===== config.mk =====
export PLATFORM = sky130hd
export DESIGN_NAME = ssdiag_core
export DESIGN_NICKNAME = d
export VERILOG_FILES = /design/src/hw/ssdiag_pkg.sv /design/src/hw/ssdiag_core.sv
export SDC_FILE = /design/constraint.sdc
export NUM_CORES = 1
export LEC_CHECK = 0
export BUFFER_PORTS_ARGS = -buffer_cell sky130_fd_sc_hd__buf_2
export CORE_UTILIZATION = 50
export DETAILED_ROUTE_END_ITERATION = 10
export PLACE_DENSITY = 0.68
export SYNTH_ARGS = -nofsm -noshare
export SYNTH_HDL_FRONTEND = slang
export SYNTH_SLANG_ARGS = --single-unit

===== constraint.sdc =====
create_clock -name CORE_CLK_I -period 4.7 [get_ports CORE_CLK_I]
set_clock_uncertainty 0.2 [all_clocks]
set_input_delay 0.47 -clock CORE_CLK_I [delete_from_list [all_inputs] [get_ports CORE_CLK_I]]
set_output_delay 0.47 -clock CORE_CLK_I [all_outputs]
set_load 0.1 [all_outputs]

===== src/hw/ssdiag_pkg.sv =====
/*
  ssdiag_pkg: constants and types for the safety sensor status and fault logic.
  Assumes a single 25 MHz core clock; long times are derived from it here.
*/
package ssdiag_pkg;
  localparam int unsigned CLK_HZ = 25000000;
  localparam int unsigned BLINK_HZ = 1;
  localparam int unsigned WARN_TIMEOUT_MIN = 30;
  localparam int unsigned TAMPER_TIME_MIN = 10;
  localparam int unsigned SEC_PER_MIN = 60;
  localparam int unsigned HALF_BLINK_CYC = CLK_HZ / (2 * BLINK_HZ);
  localparam int unsigned WARN_TIMEOUT_SEC = WARN_TIMEOUT_MIN * SEC_PER_MIN;
  localparam int unsigned TAMPER_TIME_SEC = TAMPER_TIME_MIN * SEC_PER_MIN;
  localparam int unsigned MAX_CHAIN_LEN = 31;
  localparam int unsigned CHAIN_IDX_W = 5;
  localparam int unsigned SEC_W = 12;
  localparam int unsigned HALF_W = 24;
  localparam int unsigned BURST_GAP = 3;
  localparam int unsigned BURST_W = 3;

  // response byte bit positions and request reset bit
  localparam int unsigned RSP_OUT_ON = 0;
  localparam int unsigned RSP_ACT_ID = 1;
  localparam int unsigned RSP_INPUTS = 4;
  localparam int unsigned RSP_HYST = 5;
  localparam int unsigned RSP_WARN = 6;
  localparam int unsigned RSP_ERROR = 7;
  localparam int unsigned REQ_RESET = 7;

  // red burst counts per error cause
  localparam logic [2:0] BURST_OUT_A = 3'h1;
  localparam logic [2:0] BURST_OUT_B = 3'h2;
  localparam logic [2:0] BURST_CROSS = 3'h3;
  localparam logic [2:0] BURST_TEMP = 3'h4;
  localparam logic [2:0] BURST_ACTUATOR = 3'h5;
  localparam logic [2:0] BURST_NONE = 3'h0;

  typedef enum logic [1:0] {
    SSDIAG_RUN,
    SSDIAG_WARN,
    SSDIAG_ERROR
  } ssdiag_mode_e;
endpackage


===== src/hw/ssdiag_core.sv =====
/*
  ssdiag_core: status and fault logic of a safety sensor: safety output pair,
  diagnostic output, LED patterns and serial response byte.
  Assumes all sensing inputs come from asynchronous sensor front ends and are
  synchronised here; the serial framing lives outside and exchanges bytes.
*/
// Operation
// RULE1: internal error disables outputs, diag low, red flashes; clear on fix and guard cycle.
// RULE2: error warning: diag low, red flashes, safety outputs stay on.
// RULE3: warning clears by itself once its cause is gone.
// RULE4: warning held 30 minutes also switches safety outputs off.
// RULE5: actuator present, no fault: yellow only, diag and safety outputs high.
// RULE6: marginal zone: yellow flashes 1 Hz, diag pulsed, outputs high.
// RULE7: teaching: red steady, yellow flashes, green off, all outputs low.
// RULE8: tamper interval: green flashes only, outputs low for 10 minutes.
// RULE9: input missing, no actuator: green flashes 1 Hz, all outputs low.
// RULE10: input missing, actuator present: green flash, yellow, diag high, outputs low.
// RULE11: serial variant swaps diag output for serial in and out.
// RULE12: chain holds at most 31 sensors.
// RULE13: response byte is supplied continuously without request.
// RULE14: controller supplies one request byte per sensor.
// RULE15: gateway link failure keeps safety outputs in present state.
// RULE16: response bits 0,1,4,5: outputs on, actuator, inputs live, hysteresis.
// RULE17: response bit 6 warning pending, bit 7 error with outputs off.
// RULE18: serial error clears when cause gone and request bit7 falls or guard opens.
// RULE19: output faults clear only at next enabling of the outputs.
// RULE20: actuator leaving active zone disables outputs at once.
// RULE21: red burst count names cause: 1 A, 2 B, 3 cross, 4 temp, 5 actuator.
`timescale 1ns/1ns
`default_nettype none
module ssdiag_core
  import ssdiag_pkg::*;
(
  input wire logic CORE_CLK_I,
  input wire logic RSTN_I,
  input wire logic SERIAL_MODE_I,
  input wire logic SAFETY_INPUT_A_I,
  input wire logic SAFETY_INPUT_B_I,
  input wire logic ACT_PRESENT_I,
  input wire logic ACT_MARGINAL_I,
  input wire logic TEACH_MODE_I,
  input wire logic TAMPER_START_I,
  input wire logic FAULT_OUT_A_I,
  input wire logic FAULT_OUT_B_I,
  input wire logic FAULT_CROSS_I,
  input wire logic FAULT_TEMP_I,
  input wire logic FAULT_ACTUATOR_I,
  input wire logic FAULT_INTERNAL_I,
  input wire logic LINK_OK_I,
  input wire logic [7:0] REQUEST_BYTE_I,
  input wire logic REQUEST_VALID_I,
  output logic SAFETY_OUTPUT_A_O,
  output logic SAFETY_OUTPUT_B_O,
  output logic DIAG_OUT_O,
  output logic SERIAL_DIAG_LINE_O,
  output logic [7:0] RESPONSE_BYTE_O,
  output logic LED_GREEN_O,
  output logic LED_RED_O,
  output logic LED_YELLOW_O
);
  localparam int unsigned NSYNC = 13;

  // sensing inputs in the synchronised vector
  localparam int unsigned IX_IN_A = 0;
  localparam int unsigned IX_IN_B = 1;
  localparam int unsigned IX_ACT = 2;
  localparam int unsigned IX_MARG = 3;
  localparam int unsigned IX_TEACH = 4;
  localparam int unsigned IX_TAMPER = 5;
  // fault causes and link state in the synchronised vector
  localparam int unsigned IX_FLT_A = 6;
  localparam int unsigned IX_FLT_B = 7;
  localparam int unsigned IX_CROSS = 8;
  localparam int unsigned IX_TEMP = 9;
  localparam int unsigned IX_ACT_FLT = 10;
  localparam int unsigned IX_INT = 11;
  localparam int unsigned IX_LINK = 12;

  typedef struct packed {
    logic [NSYNC-1:0] s1;
    logic [NSYNC-1:0] s2;
    logic [NSYNC-1:0] s3;
    logic [NSYNC-1:0] stable;
    logic [HALF_W-1:0] half_cnt;
    logic blink;
    logic sec_tick;
    logic [SEC_W-1:0] warn_sec;
    logic warn_expired;
    logic [SEC_W-1:0] tamper_sec;
    logic tamper_active;
    ssdiag_mode_e mode;
    logic out_fault_latched;
    logic [2:0] err_cause;
    logic guard_opened;
    logic req_bit7_prev;
    logic [BURST_W-1:0] burst_pos;
    logic outputs_on;
    logic diag;
    logic led_g;
    logic led_r;
    logic led_y;
    logic [7:0] rsp;
  } ssdiag_state_s;

  ssdiag_state_s st_reg;
  ssdiag_state_s st_next;

  function automatic logic [2:0] cause_code(input logic [NSYNC-1:0] v);
    if (v[IX_FLT_A]) cause_code = BURST_OUT_A;
    else if (v[IX_FLT_B]) cause_code = BURST_OUT_B;
    else if (v[IX_CROSS]) cause_code = BURST_CROSS;
    else if (v[IX_TEMP]) cause_code = BURST_TEMP;
    else if (v[IX_ACT_FLT]) cause_code = BURST_ACTUATOR;
    else cause_code = BURST_NONE;
  endfunction

  function automatic logic [2:0] err_code(input logic [NSYNC-1:0] v);
    if (v[IX_ACT_FLT]) err_code = BURST_ACTUATOR;
    else err_code = BURST_NONE;
  endfunction

  function automatic logic is_mode(input ssdiag_mode_e m, input ssdiag_mode_e want);
    is_mode = (m == want);
  endfunction

  // response byte layout; bits 2 and 3 stay clear
  function automatic logic [7:0] rsp_byte(input logic on, input logic act, input logic live,
                                          input logic hyst, input logic warn, input logic err);
    rsp_byte = '0;
    rsp_byte[RSP_OUT_ON] = on; // RULE16
    rsp_byte[RSP_ACT_ID] = act;
    rsp_byte[RSP_INPUTS] = live;
    rsp_byte[RSP_HYST] = hyst;
    rsp_byte[RSP_WARN] = warn; // RULE17
    rsp_byte[RSP_ERROR] = err;
  endfunction

  // one bit per asynchronous input
  logic [NSYNC-1:0] raw_in;
  assign raw_in[IX_IN_A] = SAFETY_INPUT_A_I;
  assign raw_in[IX_IN_B] = SAFETY_INPUT_B_I;
  assign raw_in[IX_ACT] = ACT_PRESENT_I;
  assign raw_in[IX_MARG] = ACT_MARGINAL_I;
  assign raw_in[IX_TEACH] = TEACH_MODE_I;
  assign raw_in[IX_TAMPER] = TAMPER_START_I;
  assign raw_in[IX_FLT_A] = FAULT_OUT_A_I;
  assign raw_in[IX_FLT_B] = FAULT_OUT_B_I;
  assign raw_in[IX_CROSS] = FAULT_CROSS_I;
  assign raw_in[IX_TEMP] = FAULT_TEMP_I;
  assign raw_in[IX_ACT_FLT] = FAULT_ACTUATOR_I;
  assign raw_in[IX_INT] = FAULT_INTERNAL_I;
  assign raw_in[IX_LINK] = LINK_OK_I;

  logic inputs_live;
  logic act_present;
  logic act_marginal;
  logic teaching;
  logic tamper_start;
  logic warn_cause;
  logic err_now;
  logic link_ok;
  logic req_fall;
  logic burst_red;
  logic out_fault_now;
  logic outputs_blocked;

  always_comb begin
    st_next = st_reg;
    inputs_live = st_reg.stable[IX_IN_A] & st_reg.stable[IX_IN_B];
    act_present = st_reg.stable[IX_ACT];
    act_marginal = st_reg.stable[IX_MARG] & act_present;
    teaching = st_reg.stable[IX_TEACH];
    tamper_start = st_reg.stable[IX_TAMPER];
    out_fault_now = st_reg.stable[IX_FLT_A] | st_reg.stable[IX_FLT_B] | st_reg.stable[IX_CROSS];
    warn_cause = out_fault_now | st_reg.stable[IX_TEMP];
    err_now = st_reg.stable[IX_INT] | st_reg.stable[IX_ACT_FLT];
    link_ok = st_reg.stable[IX_LINK];
    outputs_blocked = !act_present || teaching || st_reg.tamper_active || !inputs_live
                      || is_mode(st_reg.mode, SSDIAG_ERROR);
    req_fall = SERIAL_MODE_I & REQUEST_VALID_I & st_reg.req_bit7_prev
               & ~REQUEST_BYTE_I[REQ_RESET]; // RULE18

    // three-stage synchroniser, change taken when stages two and three agree
    st_next.s1 = raw_in;
    st_next.s2 = st_reg.s1;
    st_next.s3 = st_reg.s2;
    for (int i = 0; i < NSYNC; i++) begin
      if (st_reg.s2[i] == st_reg.s3[i]) begin
        st_next.stable[i] = st_reg.s3[i];
      end
    end

    // 1 Hz blink and one-second tick
    st_next.sec_tick = 1'b0;
    if (st_reg.half_cnt == HALF_W'(HALF_BLINK_CYC - 1)) begin
      st_next.half_cnt = '0;
      st_next.blink = ~st_reg.blink;
      st_next.sec_tick = st_reg.blink;
      if (st_reg.blink) begin
        st_next.burst_pos = st_reg.burst_pos + BURST_W'(1);
        if (st_reg.burst_pos == BURST_W'(st_reg.err_cause) + BURST_W'(BURST_GAP - 1)) begin
          st_next.burst_pos = '0;
        end
      end
    end else begin
      st_next.half_cnt = st_reg.half_cnt + HALF_W'(1);
    end

    if (REQUEST_VALID_I) begin
      st_next.req_bit7_prev = REQUEST_BYTE_I[REQ_RESET]; // RULE14
    end
    if (!act_present) begin
      st_next.guard_opened = 1'b1;
    end

    // tamper protection timer
    if (tamper_start) begin
      st_next.tamper_active = 1'b1;
      st_next.tamper_sec = '0;
    end else if (st_reg.tamper_active && st_reg.sec_tick) begin
      if (st_reg.tamper_sec == SEC_W'(TAMPER_TIME_SEC - 1)) begin
        st_next.tamper_active = 1'b0; // RULE8
      end else begin
        st_next.tamper_sec = st_reg.tamper_sec + SEC_W'(1);
      end
    end

    // an open guard at error entry already counts as opened
    case (st_reg.mode)
      SSDIAG_RUN: begin
        if (err_now) begin
          st_next.mode = SSDIAG_ERROR; // RULE1
          st_next.err_cause = err_code(st_reg.stable);
          st_next.guard_opened = !act_present;
        end else if (warn_cause) begin
          st_next.mode = SSDIAG_WARN; // RULE2
          st_next.err_cause = cause_code(st_reg.stable);
          st_next.warn_sec = '0;
        end
      end
      SSDIAG_WARN: begin
        if (err_now) begin
          st_next.mode = SSDIAG_ERROR;
          st_next.err_cause = err_code(st_reg.stable);
          st_next.guard_opened = !act_present;
        end else if (!warn_cause && !st_reg.warn_expired) begin
          st_next.mode = SSDIAG_RUN; // RULE3
        end else if (st_reg.sec_tick && !st_reg.warn_expired) begin
          if (st_reg.warn_sec == SEC_W'(WARN_TIMEOUT_SEC - 1)) begin
            st_next.warn_expired = 1'b1; // RULE4
            st_next.mode = SSDIAG_ERROR;
            st_next.guard_opened = !act_present;
          end else begin
            st_next.warn_sec = st_reg.warn_sec + SEC_W'(1);
          end
        end
      end
      SSDIAG_ERROR: begin
        // conventional, or serial with input A live: cause gone then guard opened and closed again
        if (!err_now && !warn_cause && st_reg.guard_opened && act_present
            && (!SERIAL_MODE_I || st_reg.stable[IX_IN_A])) begin
          st_next.mode = SSDIAG_RUN; // RULE1
          st_next.warn_expired = 1'b0;
        end else if (SERIAL_MODE_I && !err_now && !warn_cause
                     && (req_fall || st_reg.guard_opened)) begin
          st_next.mode = SSDIAG_RUN; // RULE18
          st_next.warn_expired = 1'b0;
        end
      end
      default: st_next.mode = SSDIAG_RUN;
    endcase

    // safety output enabling
    if (SERIAL_MODE_I && !link_ok) begin
      st_next.outputs_on = st_reg.outputs_on; // RULE15
    end else if (outputs_blocked) begin
      st_next.outputs_on = 1'b0; // RULE20
    end else begin
      st_next.outputs_on = 1'b1;
      if (!st_reg.outputs_on) begin
        st_next.out_fault_latched = 1'b0; // RULE19
      end
    end

    // output faults stay until the next enabling; a new fault wins over the clear
    if (out_fault_now) begin
      st_next.out_fault_latched = 1'b1;
    end

    // burst pattern: on while pulse number within cause, high half of blink
    burst_red = (st_reg.burst_pos < BURST_W'(st_reg.err_cause)) & st_reg.blink; // RULE21

    // LED and diagnostic output table
    st_next.led_g = 1'b0;
    st_next.led_r = 1'b0;
    st_next.led_y = 1'b0;
    st_next.diag = 1'b0;
    if (teaching) begin
      st_next.led_r = 1'b1; // RULE7
      st_next.led_y = st_reg.blink;
    end else if (st_reg.tamper_active) begin
      st_next.led_g = st_reg.blink; // RULE8
    end else if (!is_mode(st_reg.mode, SSDIAG_RUN)) begin
      st_next.led_r = (st_reg.err_cause == BURST_NONE) ? st_reg.blink : burst_red; // RULE2
    end else if (!inputs_live) begin
      st_next.led_g = st_reg.blink; // RULE9
      st_next.led_y = act_present; // RULE10
      st_next.diag = act_present;
    end else if (act_marginal) begin
      st_next.led_y = st_reg.blink; // RULE6
      st_next.diag = st_reg.blink;
    end else if (act_present) begin
      st_next.led_y = 1'b1; // RULE5
      st_next.diag = 1'b1;
    end else begin
      st_next.led_g = 1'b1;
    end

    // response byte, refreshed every cycle
    // while the outputs are off, an output fault not yet confirmed cleared reads as a warning
    st_next.rsp = rsp_byte(st_reg.outputs_on, act_present, inputs_live, act_marginal,
                           is_mode(st_reg.mode, SSDIAG_WARN) | warn_cause
                           | (st_reg.out_fault_latched & ~st_reg.outputs_on), // RULE19
                           is_mode(st_reg.mode, SSDIAG_ERROR));
  end

  always_ff @(posedge CORE_CLK_I or negedge RSTN_I) begin
    if (!RSTN_I) begin
      st_reg <= '0;
    end else begin
      st_reg <= st_next;
    end
  end

  assign SAFETY_OUTPUT_A_O = st_reg.outputs_on;
  assign SAFETY_OUTPUT_B_O = st_reg.outputs_on;
  assign DIAG_OUT_O = SERIAL_MODE_I ? 1'b0 : st_reg.diag; // RULE11
  assign SERIAL_DIAG_LINE_O = SERIAL_MODE_I ? st_reg.diag : 1'b0;
  assign RESPONSE_BYTE_O = st_reg.rsp; // RULE13
  assign LED_GREEN_O = st_reg.led_g;
  assign LED_RED_O = st_reg.led_r;
  assign LED_YELLOW_O = st_reg.led_y;
endmodule
`default_nettype wire


==> reports/results.txt <==
Clock Sinks - 126
Start point of the critical path - st_reg[59]$_DFF_PN0_
M1 GR Usage - 24.9%
Gr usage total - 19.2%
Reg-to-reg slack, setup - 2.17 ns
Maximum vdd ir drop - 0.271 mV
Mean routed wirelength per cell - 14.4 um
Dpl hpwl - 6190 um
Average footprint of a synthesized cell - 11.6 sq um
Area growth from synthesis to layout - 17.7%
Number of flip-flops in the largest register - 88
End point of the worst hold path - SAFETY_OUTPUT_A_O$_DFFE_PN0N_
Min Tclk post-route - 2.53 ns
FFs w/ async S/R, synth - 100%
Ant. Diodes - 0
Proportion of synthesized chip area in sequential cells - 59.9%
Sum of internal, switching and leakage power - 2.53 mW
Syn Inst Count - 455
Post-synth design cell area - 5270 sq um
Post-DR vias/cell - 5.52
Final-layout setup total negative slack - 0 ns
Hold_sp - SERIAL_MODE_I
Count of flip-flops with a built-in enable after synthesis - 0
Worst rel slew slack - 38.7%
Category of the worst setup path launch point - flip-flop
RR Startpoint - st_reg[59]$_DFF_PN0_
Initial cell density of the core - 51.2%
Clock transition at the registers of the reported paths - 0.06 ns
Horizontal die dimension - 105 um
Type of element capturing the critical path - flip-flop
Power density over the cells - 408 nW/um^2
Clock latency reported for the late side of the worst-skew pair - 0.52 ns
Final worst hold slack - 0.135 ns
Upper clock frequency limit - 0.396 GHz
Most repeated cell in the gate-level netlist after synthesis - dfrtp_1
Routability congestion estimate - 0.785
Fraction of final layout cells sized beyond drive strength 1 - 14.0%
Number of fillers in the final layout - 859
Routed vias - 3593
Slew Limit Fails - 0
Tightest Hold Check Type - primary input to flip-flop
Vias in the first global route - 3508
Flops & latches, synth - 126
Bufs on Longest Clock Path - 2
Endpoint required time on the critical path - 4.87 ns
Final count of hold timing violations - 0
Final Cycle Share - 53.7%
Global route hottest layer - met2
Number of library cell types mapped by synthesis - 58
Remaining routing DRC violations - 0
Met2 Usage GRT - 29.6%
Clock tree from TritonCTS - yes
Final wirelength - 9350 um
Global-route wire length before repair - 16300 um
Final setup fails - 0
Reg-to-reg critical path endpoint - st_reg[57]$_DFF_PN0_
Number of cells on the worst reg-to-reg path - 4
Global route total overflow - 0
Setup slack of the critical path after layout - 2.17 ns
Cells on Worst Hold Path - 4
Pin count of the biggest net entering global routing - 60
Number of buffers inserted by port buffering - 30
Cell taking the most area after synthesis - dfrtp_1
Core ar. - 10300 sq um
Area share of the leading cell type in the synthesized netlist - 59.9%
Post-Layout Cell Count - 651
Synth top area cells - dfrtp_1 60%, maj3_1 2.5%, nand3_1 2.3%, xnor2_1 2.2%, nor2_1 2.0%
Worst setup slack before clock tree synthesis - 2.18 ns
Crit Path Class - flip-flop to flip-flop
Measured slew at the worst slew-check pin - 0.916 ns
Total Nets Final - 536
RSZ-0062 raised after global routing - no
Number of top-level pins - 40
Commonest cells in the netlist - 126 x dfrtp_1, 28 x nor2_1, 24 x nand3_1
Outcome - completed
Height of the die - 105 um
Critical Path AT - 2.69 ns
Total Die Area - 10900 sq um
Total clock buffers created by CTS - 17
Number of H-tree levels - 4
Number of cells in the design after placement - 605
Drt first pass iters - 4
Max FO, Critical Path - 12
Number of antenna violations at the first check in global routing - 0
Yosys warning count - 0
Number of placement rows - 37
Master cell of the clock root buffer - clkbuf_8
Leakage - 2.65 nW
Max-Cap Viols - 0
Drt initial violations - 217
Detail Route Antenna Nets - 0
Top_reg_cell synth - dfrtp_1
Met3 track demand over resource in global routing - 5.86%
routing by layer:
metal | wire length, um | part of all wire [%]
met5 | 0 | 0
met4 | 221 | 2.4
met3 | 363 | 3.9
met2 | 4320 | 46
met1 | 4450 | 48
where the power goes:
part | internal [mW] | leakage (nW) | total, mW | switching, mW
sequential | 1.13 | 1.58 | 1.17 | 0.0408
combinational | 0.0717 | 0.810 | 0.166 | 0.0944
clock | 0.712 | 0.260 | 1.19 | 0.476
through the flow:
stage	instance area, sq um	util (%)
finish	6200	60.3
global route	6200	60.3
CTS	6200	60.3
global placement	5500	53.5
detailed placement	5500	53.5
floorplan	5270	-
worst max path at each step:
stage | end | slack, ns | depth (start not counted)
after detailed placement | st_reg[55]$_DFF_PN0_ | 2.18 | 4
final | st_reg[57]$_DFF_PN0_ | 2.17 | 4
after global placement | st_reg[51]$_DFFE_PN0N_ | 2.20 | 4
after floorplan | DIAG_OUT_O | 2.22 | 1
after global routing | st_reg[63]$_DFF_PN0_ | 1.92 | 5
after CTS | st_reg[55]$_DFF_PN0_ | 2.16 | 4
critical path, stage by stage, from the launching register on:
cell,delay [ns]
dfrtp_1,0.45
nor4_1,0.50
nand4_1,0.32
nor2_1,0.78
nor2_1,0.12
layout by cell type (no fill, tap or decap), types with 4 or more instances in the layout:
cell type      synthesis  final
dfrtp_1              126    126
buf_2                  1     29
nor2_1                28     28
nand3_1               24     24
nand2_1               22     22
o21ai_0               21     21
a21oi_1               20     20
clkbuf_16              0     16
dlygate4sd3_1          0     16
inv_1                 15     15
nand4_1               14     14
xnor2_1               13     13
maj3_1                13     13
or3_1                 12     12
nor4_1                11     11
o31ai_1               11     11
xor2_1                10     10
or4_1                  8      8
ha_1                   7      7
nor2b_1                6      6
and4_1                 5      5
nor3_1                 5      5
mux2i_1                5      5
a21o_1                 5      5
nand2b_1               5      5
and3_1                 4      4
and2_1                 4      4
buf_4                  9      4
logic make-up after synthesis:
group           Yosys count  share of synthesized area (%)
buf+inv                  36                           3.37
mux                       7                           1.38
simple gates            165                           17.6
compound gates           76                           9.29
other cells               1                         0.0712
flops                   126                           59.9
fa+ha+maj                20                           4.13
xor+xnor                 24                           4.25
repair_timing:
| item | in CTS | in global routing |
|---|---|---|
| gates resized for setup | 0 | 0 |
| hold buffers | 16 | 0 |
| hold endpoints to repair | 71 | 0 |
| setup endpoints to repair | 0 | 0 |
| setup buffers | 0 | 0 |
area by class of cell:
class	instances	area (sq um)	share of cell area (%)
inverters	16	60.1	0.969
well taps	136	170	2.74
clock buffers	18	428	6.90
multi-input cells	294	1940	31.3
clock inverters	12	115	1.86
flip-flops and latches	126	3150	50.8
repair buffers	49	335	5.41
Power figures use the tool's default switching activity.
